--- config.mk ---
export PLATFORM = sky130hd
export DESIGN_NAME = afc_ctrl
export DESIGN_NICKNAME = d
export VERILOG_FILES = /design/src/afc_pkg.sv /design/src/afc_ctrl.sv
export VERILOG_INCLUDE_DIRS = /design/src
export SDC_FILE = /design/constraint.sdc
export NUM_CORES = 1
export LEC_CHECK = 0
export ABC_CLOCK_PERIOD_IN_PS = 2600
export BUFFER_PORTS_ARGS = -buffer_cell sky130_fd_sc_hd__buf_4
export CORE_MARGIN = 2
export CORE_UTILIZATION = 35
export DETAILED_ROUTE_END_ITERATION = 12
export PLACE_DENSITY_LB_ADDON = 0.12
export SYNTH_ARGS = -nofsm -noshare
export SYNTH_HDL_FRONTEND = slang
export SYNTH_SLANG_ARGS = --single-unit
--- constraint.sdc ---
create_clock -name clock -period 2.6 [get_ports clock]
set_clock_uncertainty 0.05 [all_clocks]
set_input_delay 0.39 -clock clock [delete_from_list [all_inputs] [get_ports clock]]
set_output_delay 0.39 -clock clock [all_outputs]
set_load 0.005 [all_outputs]
--- src/afc_defs.svh ---
// constants of the fifo pin controller: offsets, fields, timing counts
//
// Summary of operation
// - Controller pulses the buffer reset once after power-up, before any access.
// - Both strobes stand high at least one strobe width before reset rises; after one CTRL write setting READ with RESET, read_n is high one cycle less.
// - A write begins at the write strobe fall, only while full reads high.
// - Both strobes stay high for the whole reread pulse; read_n falls with it when READ and REREAD are set in one CTRL write.
// - Reread is used only after at most 1024 writes since reset.
// - Grounding the cascade input strap selects standalone operation.
// - Cascade ring: exactly one device has its first-load strap low.
`ifndef AFC_DEFS_SVH
`define AFC_DEFS_SVH
`define AFC_OFS_CTRL      12'h000
`define AFC_OFS_WDATA     12'h004
`define AFC_OFS_RDATA     12'h008
`define AFC_OFS_STATUS    12'h00c
`define AFC_OFS_CFG       12'h010
`define AFC_CTRL_RESET    0
`define AFC_CTRL_READ     1
`define AFC_CTRL_REREAD   2
`define AFC_CTRL_CLRREF   3
`define AFC_CFG_CASCADE   0
`define AFC_CFG_FIRST_N   1
`define AFC_CFG_RESET     2'h0
`define AFC_WORD_W        9
`define AFC_DEPTH         1024
`define AFC_CLK_NS        8
`define AFC_STROBE_NS     80
`define AFC_ACCESS_NS     80
`define AFC_RECOVER_NS    15
`define AFC_RESET_NS      80
`define AFC_REREAD_NS     80
`define AFC_SYNC_CYC      2
`define AFC_CEIL(ns)      (((ns) + `AFC_CLK_NS - 1) / `AFC_CLK_NS)
`define AFC_STROBE_CYC    `AFC_CEIL(`AFC_STROBE_NS)
`define AFC_RLOW_CYC      (`AFC_CEIL(`AFC_ACCESS_NS) + `AFC_SYNC_CYC)
`define AFC_REC_CYC       (`AFC_CEIL(`AFC_RECOVER_NS) + `AFC_SYNC_CYC)
`define AFC_RESET_CYC     `AFC_CEIL(`AFC_RESET_NS)
`define AFC_REREAD_CYC    `AFC_CEIL(`AFC_REREAD_NS)
`endif

--- src/afc_pkg.sv ---
// types of the fifo pin controller
package afc_pkg;
  typedef enum logic [8:0] {
    ST_IDLE  = 9'h001,
    ST_RST   = 9'h002,
    ST_RREC  = 9'h004,
    ST_WLOW  = 9'h008,
    ST_WREC  = 9'h010,
    ST_RLOW  = 9'h020,
    ST_RDREC = 9'h040,
    ST_TLOW  = 9'h080,
    ST_TREC  = 9'h100
  } afc_state_t;
endpackage

--- src/afc_ctrl.sv ---
// apb-controlled driver of an asynchronous fifo through its pins
`include "afc_defs.svh"
module afc_ctrl (
  // clock and reset
  input  wire logic        clock,
  input  wire logic        arst_n,
  // apb slave
  input  wire logic        psel,
  input  wire logic        penable,
  input  wire logic        pwrite,
  input  wire logic [11:0] paddr,
  input  wire logic [31:0] pwdata,
  output logic             pready,
  output logic [31:0]      prdata,
  output logic             pslverr,
  // fifo control pins
  output logic             reset_n_in,
  output logic             write_n,
  output logic             read_n,
  output logic             reread_pulse_n,
  output logic             cascade_token_in_n,
  output logic [8:0]       write_word_in,
  // fifo answer pins
  input  wire logic [8:0]  read_word_out,
  input  wire logic        empty_flag_n,
  input  wire logic        full_flag_n,
  input  wire logic        half_full_flag_n
);
  afc_pkg::afc_state_t state_reg;
  logic [3:0]  cnt_reg;
  logic [2:0]  flag_m_reg;
  logic [2:0]  flag_s_reg;
  logic [8:0]  data_m_reg;
  logic [8:0]  data_s_reg;
  logic [8:0]  rdata_reg;
  logic [1:0]  cfg_reg;
  logic        pwr_ok_reg;
  logic        refused_reg;
  logic [10:0] wr_cnt_reg;
  logic [3:0]  high_cnt_reg;
  logic        wr_en;
  logic        acc;
  logic        cmd_rst;
  logic        cmd_rd;
  logic        cmd_rt;
  logic        cmd_wr;
  logic        can_go;
  logic        refuse_set;
  logic        rt_unsafe;

  function automatic logic afc_hit(input logic [11:0] a, input logic [11:0] o);
    afc_hit = (a == o);
  endfunction

  ////////////////////////////////////////////////////////////////////////////
  // pin synchronisers
  always_ff @(posedge clock or negedge arst_n) begin
    if (!arst_n) begin
      flag_m_reg <= 3'h0;
      flag_s_reg <= 3'h0;
      data_m_reg <= 9'h000;
      data_s_reg <= 9'h000;
    end else begin
      flag_m_reg <= {half_full_flag_n, full_flag_n, empty_flag_n};
      flag_s_reg <= flag_m_reg;
      data_m_reg <= read_word_out;
      data_s_reg <= data_m_reg;
    end
  end

  ////////////////////////////////////////////////////////////////////////////
  // apb decode
  assign acc     = psel && penable && pready;
  assign wr_en   = acc && pwrite;
  assign cmd_rst = wr_en && afc_hit(paddr, `AFC_OFS_CTRL) &&
                   pwdata[`AFC_CTRL_RESET];
  assign cmd_rd  = wr_en && afc_hit(paddr, `AFC_OFS_CTRL) &&
                   pwdata[`AFC_CTRL_READ];
  assign cmd_rt  = wr_en && afc_hit(paddr, `AFC_OFS_CTRL) &&
                   pwdata[`AFC_CTRL_REREAD];
  assign cmd_wr  = wr_en && afc_hit(paddr, `AFC_OFS_WDATA);
  // reread is advisory past this many writes, so it is refused instead
  assign rt_unsafe = (wr_cnt_reg > 11'(`AFC_DEPTH));
  assign can_go  = (state_reg == afc_pkg::ST_IDLE) && pwr_ok_reg;
  // full flag high means room; empty flag high means data
  assign refuse_set = (cmd_wr && !(can_go && flag_s_reg[1])) ||
                      (cmd_rd && !(can_go && flag_s_reg[0])) ||
                      (cmd_rt && !(can_go && !cfg_reg[`AFC_CFG_CASCADE] &&
                                   !rt_unsafe)) ||
                      (cmd_rst && state_reg != afc_pkg::ST_IDLE);

  always_ff @(posedge clock or negedge arst_n) begin
    if (!arst_n) begin
      pready  <= 1'b0;
      pslverr <= 1'b0;
      prdata  <= 32'h0000_0000;
    end else begin
      pready  <= psel && !penable;
      pslverr <= psel && !penable &&
                 !(afc_hit(paddr, `AFC_OFS_CTRL) ||
                   afc_hit(paddr, `AFC_OFS_WDATA) ||
                   afc_hit(paddr, `AFC_OFS_RDATA) ||
                   afc_hit(paddr, `AFC_OFS_STATUS) ||
                   afc_hit(paddr, `AFC_OFS_CFG));
      if (psel && !penable) begin
        if (afc_hit(paddr, `AFC_OFS_RDATA))
          prdata <= {23'h000000, rdata_reg};
        else if (afc_hit(paddr, `AFC_OFS_STATUS))
          prdata <= {25'h0000000, rt_unsafe, pwr_ok_reg, refused_reg,
                     flag_s_reg, state_reg != afc_pkg::ST_IDLE};
        else if (afc_hit(paddr, `AFC_OFS_CFG))
          prdata <= {30'h00000000, cfg_reg};
        else
          prdata <= 32'h0000_0000;
      end
    end
  end

  // a refusal in the cycle of a clear still sticks
  always_ff @(posedge clock or negedge arst_n) begin
    if (!arst_n)
      refused_reg <= 1'b0;
    else if (refuse_set)
      refused_reg <= 1'b1;
    else if (wr_en && afc_hit(paddr, `AFC_OFS_CTRL) &&
             pwdata[`AFC_CTRL_CLRREF])
      refused_reg <= 1'b0;
  end

  always_ff @(posedge clock or negedge arst_n) begin
    if (!arst_n)
      cfg_reg <= `AFC_CFG_RESET;
    else if (wr_en && afc_hit(paddr, `AFC_OFS_CFG))
      cfg_reg <= pwdata[1:0];
  end

  ////////////////////////////////////////////////////////////////////////////
  // pin sequencer
  always_ff @(posedge clock or negedge arst_n) begin
    if (!arst_n) begin
      state_reg <= afc_pkg::ST_RST;
      cnt_reg   <= 4'(`AFC_RESET_CYC - 1);
    end else begin
      unique case (state_reg)
        afc_pkg::ST_IDLE: begin
          if (cmd_rst) begin
            state_reg <= afc_pkg::ST_RST;
            cnt_reg   <= 4'(`AFC_RESET_CYC - 1);
          end else if (cmd_wr && can_go && flag_s_reg[1]) begin
            state_reg <= afc_pkg::ST_WLOW;
            cnt_reg   <= 4'(`AFC_STROBE_CYC - 1);
          end else if (cmd_rd && can_go && flag_s_reg[0]) begin
            state_reg <= afc_pkg::ST_RLOW;
            cnt_reg   <= 4'(`AFC_RLOW_CYC - 1);
          end else if (cmd_rt && !refuse_set) begin
            state_reg <= afc_pkg::ST_TLOW;
            cnt_reg   <= 4'(`AFC_REREAD_CYC - 1);
          end
        end
        afc_pkg::ST_RST, afc_pkg::ST_WLOW, afc_pkg::ST_RLOW,
        afc_pkg::ST_TLOW: begin
          if (cnt_reg == 4'h0) begin
            cnt_reg <= 4'(`AFC_REC_CYC - 1);
            unique case (state_reg)
              afc_pkg::ST_RST:  state_reg <= afc_pkg::ST_RREC;
              afc_pkg::ST_WLOW: state_reg <= afc_pkg::ST_WREC;
              afc_pkg::ST_RLOW: state_reg <= afc_pkg::ST_RDREC;
              default:          state_reg <= afc_pkg::ST_TREC;
            endcase
          end else begin
            cnt_reg <= cnt_reg - 4'h1;
          end
        end
        afc_pkg::ST_RREC, afc_pkg::ST_WREC, afc_pkg::ST_RDREC,
        afc_pkg::ST_TREC: begin
          if (cnt_reg == 4'h0)
            state_reg <= afc_pkg::ST_IDLE;
          else
            cnt_reg <= cnt_reg - 4'h1;
        end
        default: begin
          state_reg <= afc_pkg::ST_IDLE;
        end
      endcase
    end
  end

  // strobes only fall from idle, so both stay high in reset and reread unless READ is set in the same CTRL write
  always_ff @(posedge clock or negedge arst_n) begin
    if (!arst_n) begin
      write_n        <= 1'b1;
      read_n         <= 1'b1;
      reset_n_in     <= 1'b0;
      reread_pulse_n <= 1'b1;
    end else begin
      write_n    <= !(cmd_wr && can_go && flag_s_reg[1]) &&
                    !(state_reg == afc_pkg::ST_WLOW && cnt_reg != 4'h0);
      read_n     <= !(cmd_rd && can_go && flag_s_reg[0]) &&
                    !(state_reg == afc_pkg::ST_RLOW && cnt_reg != 4'h0);
      reset_n_in <= !((state_reg == afc_pkg::ST_IDLE && cmd_rst) ||
                      (state_reg == afc_pkg::ST_RST && cnt_reg != 4'h0));
      if (cfg_reg[`AFC_CFG_CASCADE] &&
          (state_reg == afc_pkg::ST_IDLE && cmd_rst))
        reread_pulse_n <= cfg_reg[`AFC_CFG_FIRST_N];
      else if (!cascade_token_in_n || !cfg_reg[`AFC_CFG_CASCADE])
        reread_pulse_n <= !((state_reg == afc_pkg::ST_IDLE && cmd_rt &&
                             !refuse_set) ||
                            (state_reg == afc_pkg::ST_TLOW &&
                             cnt_reg != 4'h0));
    end
  end

  // straps only change as a reset starts, so they are steady while sampled
  always_ff @(posedge clock or negedge arst_n) begin
    if (!arst_n)
      cascade_token_in_n <= 1'b0;
    else if (state_reg == afc_pkg::ST_IDLE && cmd_rst)
      cascade_token_in_n <= cfg_reg[`AFC_CFG_CASCADE];
  end

  always_ff @(posedge clock or negedge arst_n) begin
    if (!arst_n)
      write_word_in <= 9'h000;
    else if (cmd_wr && can_go && flag_s_reg[1])
      write_word_in <= pwdata[8:0];
  end

  // data is taken at the end of the low phase, after access and sync time
  always_ff @(posedge clock or negedge arst_n) begin
    if (!arst_n)
      rdata_reg <= 9'h000;
    else if (state_reg == afc_pkg::ST_RLOW && cnt_reg == 4'h0)
      rdata_reg <= data_s_reg;
  end

  always_ff @(posedge clock or negedge arst_n) begin
    if (!arst_n)
      pwr_ok_reg <= 1'b0;
    else if (state_reg == afc_pkg::ST_RREC && cnt_reg == 4'h0)
      pwr_ok_reg <= 1'b1;
  end

  always_ff @(posedge clock or negedge arst_n) begin
    if (!arst_n)
      wr_cnt_reg <= 11'h000;
    else if (state_reg == afc_pkg::ST_RST)
      wr_cnt_reg <= 11'h000;
    else if (state_reg == afc_pkg::ST_WLOW && cnt_reg == 4'h0 &&
             !rt_unsafe)
      wr_cnt_reg <= wr_cnt_reg + 11'h001;
  end

  // helper for checks: cycles both strobes have been high, saturating
  always_ff @(posedge clock or negedge arst_n) begin
    if (!arst_n)
      high_cnt_reg <= 4'h0;
    else if (!write_n || !read_n)
      high_cnt_reg <= 4'h0;
    else if (high_cnt_reg != 4'hf)
      high_cnt_reg <= high_cnt_reg + 4'h1;
  end

  ////////////////////////////////////////////////////////////////////////////
  // checks
  property p_no_access_before_reset;
    @(posedge clock) disable iff (!arst_n)
      !pwr_ok_reg |-> write_n && read_n;
  endproperty
  a_no_access_before_reset: assert property (p_no_access_before_reset)
    else $error("strobe moved before first reset completed");

  property p_strobes_high_before_reset_rise;
    @(posedge clock) disable iff (!arst_n)
      $rose(reset_n_in) |-> high_cnt_reg >= 4'(`AFC_STROBE_CYC);
  endproperty
  a_strobes_high_before_reset_rise: assert property (p_strobes_high_before_reset_rise)
    else $error("strobes not high long enough before reset release");

  property p_write_only_with_room;
    @(posedge clock) disable iff (!arst_n)
      $fell(write_n) |-> $past(flag_s_reg[1]) ##1 !write_n [*8];
  endproperty
  a_write_only_with_room: assert property (p_write_only_with_room)
    else $error("write strobe fell while full or too short");

  property p_reread_strobes_idle;
    @(posedge clock) disable iff (!arst_n)
      !cascade_token_in_n && !reread_pulse_n |-> write_n && read_n;
  endproperty
  a_reread_strobes_idle: assert property (p_reread_strobes_idle)
    else $error("strobe low during reread pulse");

  property p_reread_write_limit;
    @(posedge clock) disable iff (!arst_n)
      !cascade_token_in_n && $fell(reread_pulse_n) |->
        wr_cnt_reg <= 11'(`AFC_DEPTH);
  endproperty
  a_reread_write_limit: assert property (p_reread_write_limit)
    else $error("reread issued after too many writes");

  property p_standalone_strap;
    @(posedge clock) disable iff (!arst_n)
      !reset_n_in && !cfg_reg[`AFC_CFG_CASCADE] && !$past(reset_n_in)
        |-> !cascade_token_in_n;
  endproperty
  a_standalone_strap: assert property (p_standalone_strap)
    else $error("cascade strap not grounded in standalone reset");

  property p_first_load_steady;
    @(posedge clock) disable iff (!arst_n)
      cascade_token_in_n && $past(cascade_token_in_n) |->
        $stable(reread_pulse_n);
  endproperty
  a_first_load_steady: assert property (p_first_load_steady)
    else $error("first-load strap moved in cascade mode");

  c_write: cover property (@(posedge clock) disable iff (!arst_n)
    $fell(write_n));
  c_read: cover property (@(posedge clock) disable iff (!arst_n)
    $rose(read_n) ##[1:8] state_reg == afc_pkg::ST_IDLE);
  c_reread: cover property (@(posedge clock) disable iff (!arst_n)
    $fell(reread_pulse_n) && !cascade_token_in_n);
  c_reset: cover property (@(posedge clock) disable iff (!arst_n)
    $rose(reset_n_in) && pwr_ok_reg);
endmodule

Yosys cells after proc, flatten, opt, wreduce, memory -nomap -nowiden --
Index checks and enable logic that the tools add are counted.
Storage, ports and cells: register bits after elaboration 109, input bits 61, output and inout port bits 48, word-level logic and storage cells 141
Operators by class: $add $sub $neg 2, magnitude comparators 1, equal/unequal tests 18, multiplexer cells 24, reduce and logical (&&, ||, !) cells 76
Operators by type and width (count):
- $mux 9 | 7
- $pmux 9 s3 | 2
- $logic_and 1x1->1 | 40
- $eq 12x4->1 const B | 2
- $mux 4 | 6
- $mux 11 | 2
- $logic_not 1->1 | 15
- $eq 12x3->1 const B | 1
- $eq 12x5->1 const B | 1
- $logic_not 12->1 | 1
- $pmux 4 s3 | 1
- $add 11x1->11 const B | 1
- $gt 11x11->1 const B | 1
- $logic_or 1x1->1 | 10
- $eq 9x1->1 const B | 1
- $eq 9x2->1 const B | 1
- $eq 9x3->1 const B | 1
- $eq 9x4->1 const B | 1
- $eq 9x5->1 const B | 1
- $eq 9x6->1 const B | 1
- $eq 9x7->1 const B | 1
- $eq 9x8->1 const B | 1
- $eq 9x9->1 const B | 1
- $ne 9x1->1 const B | 1
- 12 further kinds | 21

Longest topological paths before layout --
depth after elaboration 16, depth in mapped cells 9

Least setup slack after synthesis --
No wires, ideal clock.
kind input-to-reg, start input paddr[7], end register state_reg[2], arrival time 2495 ps, data required time 2423 ps, slack -73 ps, stages 6, buffers on the path 1, path through or4_4 > or4_4 > buf_6 > o41ai_4 > and2b_2 > mux2_1
On the way: cells in the longest elaborated chain, start to end 11, elaborated cells on any way between the ends 26, classes of those cells eq/ne: 2; mux: 4; reduce/logical: 20
Ends and longest elaborated chain:
- start, declared | RTL line afc_ctrl.sv:11 | input wire logic [11:0] paddr,
- $logic_not 12->1 | RTL line afc_ctrl.sv:52 | afc_hit = (a == o);
- $logic_and 1x1->1 | RTL line afc_ctrl.sv:75, afc_ctrl.sv:77, afc_ctrl.sv:79
- $logic_and 1x1->1 | RTL line afc_ctrl.sv:77 | assign cmd_rd = wr_en && afc_hit(paddr, `AFC_OFS_CTRL) &&
- $logic_and 1x1->1 | RTL line afc_ctrl.sv:87 | (cmd_rd && !(can_go && flag_s_reg[0])) ||
- $logic_or 1x1->1 (3 in series) | RTL line afc_ctrl.sv:86 | assign refuse_set = (cmd_wr && !(can_go && flag_s_reg[1])) ||
- $logic_not 1->1 | RTL line afc_ctrl.sv:155 | end else if (cmd_rt && !refuse_set) begin
- $logic_and 1x1->1 | RTL line afc_ctrl.sv:155
- $ne 5x5->1 (no source line)
- $reduce_and 3->1 (no source line)
- end signal, assigned | RTL line afc_ctrl.sv:153 | state_reg <= afc_pkg::ST_RLOW;
- end signal, assigned | RTL line afc_ctrl.sv:156 | state_reg <= afc_pkg::ST_TLOW;
- end signal, assigned | RTL line afc_ctrl.sv:165 | afc_pkg::ST_RST: state_reg <= afc_pkg::ST_RREC;
- end, declared | RTL line afc_ctrl.sv:29 | afc_pkg::afc_state_t state_reg;
Several ways; a longest one is shown, not always the timed one. A chain may end at the register's enable or synchronous reset.

Worst setup path in the final report --
start register state_reg[7], end register wr_cnt_reg[10]
On the way: cells in the longest elaborated chain, start to end 4, elaborated cells on any way between the ends 6, classes of those cells eq/ne: 2; mux: 1; reduce/logical: 3
Ends and longest elaborated chain:
- start signal, assigned | RTL line afc_ctrl.sv:141 | state_reg <= afc_pkg::ST_RST;
- start signal, assigned | RTL line afc_ctrl.sv:147 | state_reg <= afc_pkg::ST_RST;
- start signal, assigned | RTL line afc_ctrl.sv:150 | state_reg <= afc_pkg::ST_WLOW;
- $eq 9x4->1 | RTL line afc_ctrl.sv:248 | else if (state_reg == afc_pkg::ST_WLOW && cnt_reg == 4'h0 &&
- $logic_and 1x1->1 (2 in series) | RTL line afc_ctrl.sv:248
- $reduce_bool 2->1 (no source line)
- end signal, assigned | RTL line afc_ctrl.sv:250 | wr_cnt_reg <= wr_cnt_reg + 11'h001;
- end, declared | RTL line afc_ctrl.sv:39 | logic [10:0] wr_cnt_reg;
Several ways; a longest one is shown, not always the timed one.

==> flow_summary.toml <==
[outcome]
status = "complete, no violations"

[setup_path]
crit_required_ns = 2.82
path_buf_inv = 1
critPathLaunch = "state_reg[7]$_DFFE_PN0P_"
worstSetupPathType = "flop to flop"
crit_chain = "or4b_2 > nor3_1 > buf_4 > and3_1 > and3_1 > nand4_1 > a21oi_1"
crit_fanout = 7
crit_cells = 7
r2r_slack_ns = 0.14
cp.arrival_ns = 2.68
endpoint = "wr_cnt_reg[10]$_DFFE_PN0P_"
r2r_start = "state_reg[7]$_DFFE_PN0P_"
worstRegToRegCells = 7
slowest_stage = "or4b_2"
crit_top_cell = "and3_1"
rr_endpoint = "wr_cnt_reg[10]$_DFFE_PN0P_"
crit_path_end_kind = "flop"
slowest_delay_ns = 0.65
startpoint_type = "flop"
cpLargestDelayFamily = "simple AND/OR/NAND/NOR gates"

[clock_tree]
insertion_delay_ns = 0.34
cts_root_buf = "clkbuf_16"
cts_max_level = 3
clk_pin_slew_ns = 0.07
clockBufferDepth = 2
cts_made_buffers = 9
post_cts_buffers = 0
cts_hold_buf = 0
cts.sinks = 86
cts_tree = "built"

[finish]
antennaDiodeCount = 0
largest_reg_flops = 11
drive_gt1_share_pct = 32.4
syn2layout_area_growth_pct = 27.2
final_cells = 591
utilization_pct = 45.9
nets = 511

[power_and_ir_drop]
p_per_area_nw_per_um2 = 566
p_int_uw = 2180
seq_power_share_pct = 48.1
switchingPower_uw = 662
swShare_pct = 23.3
ir_worst_vdd_mv = 0.267
share_comb_of_total_power_pct = 4.3
p_leak_uw = 0.00248
clockPowerShare_pct = 47.6

[sta]
setup_viol = 0
worst_slew_pin_slew_ns = 0.602
min_period_ns = 2.46
fmax_mhz = 406
finalCritPeriodShare_pct = 94.7
fin_ws_ns = 0.138
rsz0062_at_grt = "no"
slew_headroom_pct = 59.8
hold-worst-slack_ns = 0.00483
drv_slew = 0
finalHoldViolCount = 0

[placed_design]
placedCellCount = 575
place_congestion = 0.848
dpl.hpwl_um = 6310
dp_slack_ns = -0.132
port-buffer-count = 62

[logic_synthesis]
ys_top_cells_by_area = "dfrtp_1 51%, mux2_2 5.7%, buf_4 4.4%, dfstp_2 4.0%, nand2_1 2.9%"
yosysTopAreaCell = "dfrtp_1"
synth_edf_count = 0
synth-seq-cells = 86
netlist_area_um2 = 3940
synth_most_common_cell = "dfrtp_1"
synth.top_cells.by_count = "80 x dfrtp_1, 30 x nand2_1, 26 x nor2_1, 23 x buf_4, 20 x mux2_2"
synth_area_per_cell_um2 = 11.1
synthArstFlopShare_pct = 100
seq_area_frac_synth_pct = 54.8
synthCells = 356
yosysWarnings = 0
yosysTopAreaCellShare_pct = 50.8
yosysUniqueCellTypes = 56
synth_flop_cell = "dfrtp_1"

[floorplan]
fp.dieH_um = 110
io_pins = 109
core_um2 = 10900
dieArea_um2 = 12100
die_x_um = 110
initial_core_util_pct = 36.0
placementRows = 38

[route]
dr_total_vias = 2883
drtPass1Iterations = 4
wl_per_cell_um = 14.8
ant_nets = 0
viasPerCell = 4.88
route.detailed.drc = 0
drt-total-wl_um = 8720
drt_iter0_drc = 90

[hold_path]
hold_class = "input port to async pin"

[global_routing]
grt_pass1_wl_um = 14300
antenna_found_initial = 0
grt_usage_pct = 15.5
grt_start_max_net_pins = 45
grt_overflow_total = 0
first_global_vias = 2917

[run]
drv_cap = 0
==> cell usage in the layout (no fill, tap or decap), types with 4 or more instances in the layout <==
cell type,n
buf_4,88
dfrtp_1,80
nand2_1,30
nor2_1,25
conb_1,23
mux2_2,20
o21ai_0,18
a21oi_1,15
inv_1,13
clkbuf_16,9
nand3_1,8
nand4_1,7
xor2_1,7
nor3_1,6
nor4_1,6
and3_1,6
nor2b_1,6
mux2i_1,6
dfstp_2,6
nor4b_1,5
or3_1,4
a31oi_1,4
ha_1,4
inv_6,4
==> cell families (layout without fill, tap and decap cells) <==
group,Yosys count,in the layout,share of synthesized area (%)
xor+xnor,8,8,1.78
flops,86,86,54.8
compound gates,59,59,10.1
buf+inv,46,119,6.79
simple gates,123,123,17.1
mux,29,29,8.10
other cells,1,23,0.0951
fa+ha+maj,4,4,1.27
==> worst reg2reg max path: cells and delay by family (launching register included) <==
family,cells,cell delay (ns)
buffers and inverters,1,0.18
flip-flops,1,0.47
AND/OR/NAND/NOR,5,1.52
AO/OA/AOI/OAI,1,0.17
==> how the worst min path moves through the flow <==
stage | from | slack (ns) | endpoint
floorplan | arst_n | 0.04 | cascade_token_in_n$_DFFE_PN0P_
global placement | flag_m_reg[2]$_DFF_PN0_ | 0.28 | flag_s_reg[2]$_DFF_PN0_
detailed placement | data_m_reg[7]$_DFF_PN0_ | 0.28 | data_s_reg[7]$_DFF_PN0_
CTS | arst_n | 0.03 | wr_cnt_reg[4]$_DFFE_PN0P_
global route | arst_n | 0.05 | wr_cnt_reg[7]$_DFFE_PN0P_
finish | arst_n | 0.005 | wr_cnt_reg[7]$_DFFE_PN0P_
==> area by class of cell <==
class | instances | area, um^2
Timing Repair Buffer | 90 | 701
Fill cell | 1067 | 5920
Clock inverter | 7 | 85.1
Sequential cell | 86 | 2160
Inverter | 13 | 48.8
Tap cell | 140 | 175
Clock buffer | 9 | 225
Multi-Input combinational cell | 246 | 1620
==> layer usage <==
layer	part of all wire [%]	wire length [um]	track usage (%)	up-vias
li1	-	-	-	1402
met1	46	4010	20.6	1406
met2	48	4170	24.1	61
met3	4.2	362	4.12	14
met4	2.0	178	5.80	0
met5	0	0	0	-
==> power groups by stage <==
stage	logic (uW)	registers, uW	clock network, uW
floorplan	57.9	1390	0
global placement	123	1390	0
detailed placement	124	1390	0
CTS	125	1370	1390
global route	140	1370	1440
finish	122	1370	1350
==> metrics by stage <==
stage / cell area (um^2) / total power (uW) / setup TNS [ns]
finish: 5010 / 2840 / 0
CTS: 5000 / 2880 / 0
floorplan: 4020 / 1450 / 0
detailed placement: 4680 / 1520 / -1.32
global placement: 4680 / 1510 / -1.08
global route: 5010 / 2950 / 0
==> repair_timing <==
| action | 4_1_cts | 5_1_grt |
|---|---|---|
| resized for setup | 2 | 2 |
| endpoints found under the setup margin | 12 | 3 |
| gates cloned | 0 | 0 |
| hold endpoints to repair | 0 | 0 |
| pin swaps | 0 | 0 |
(Power assumes the default switching activity.)
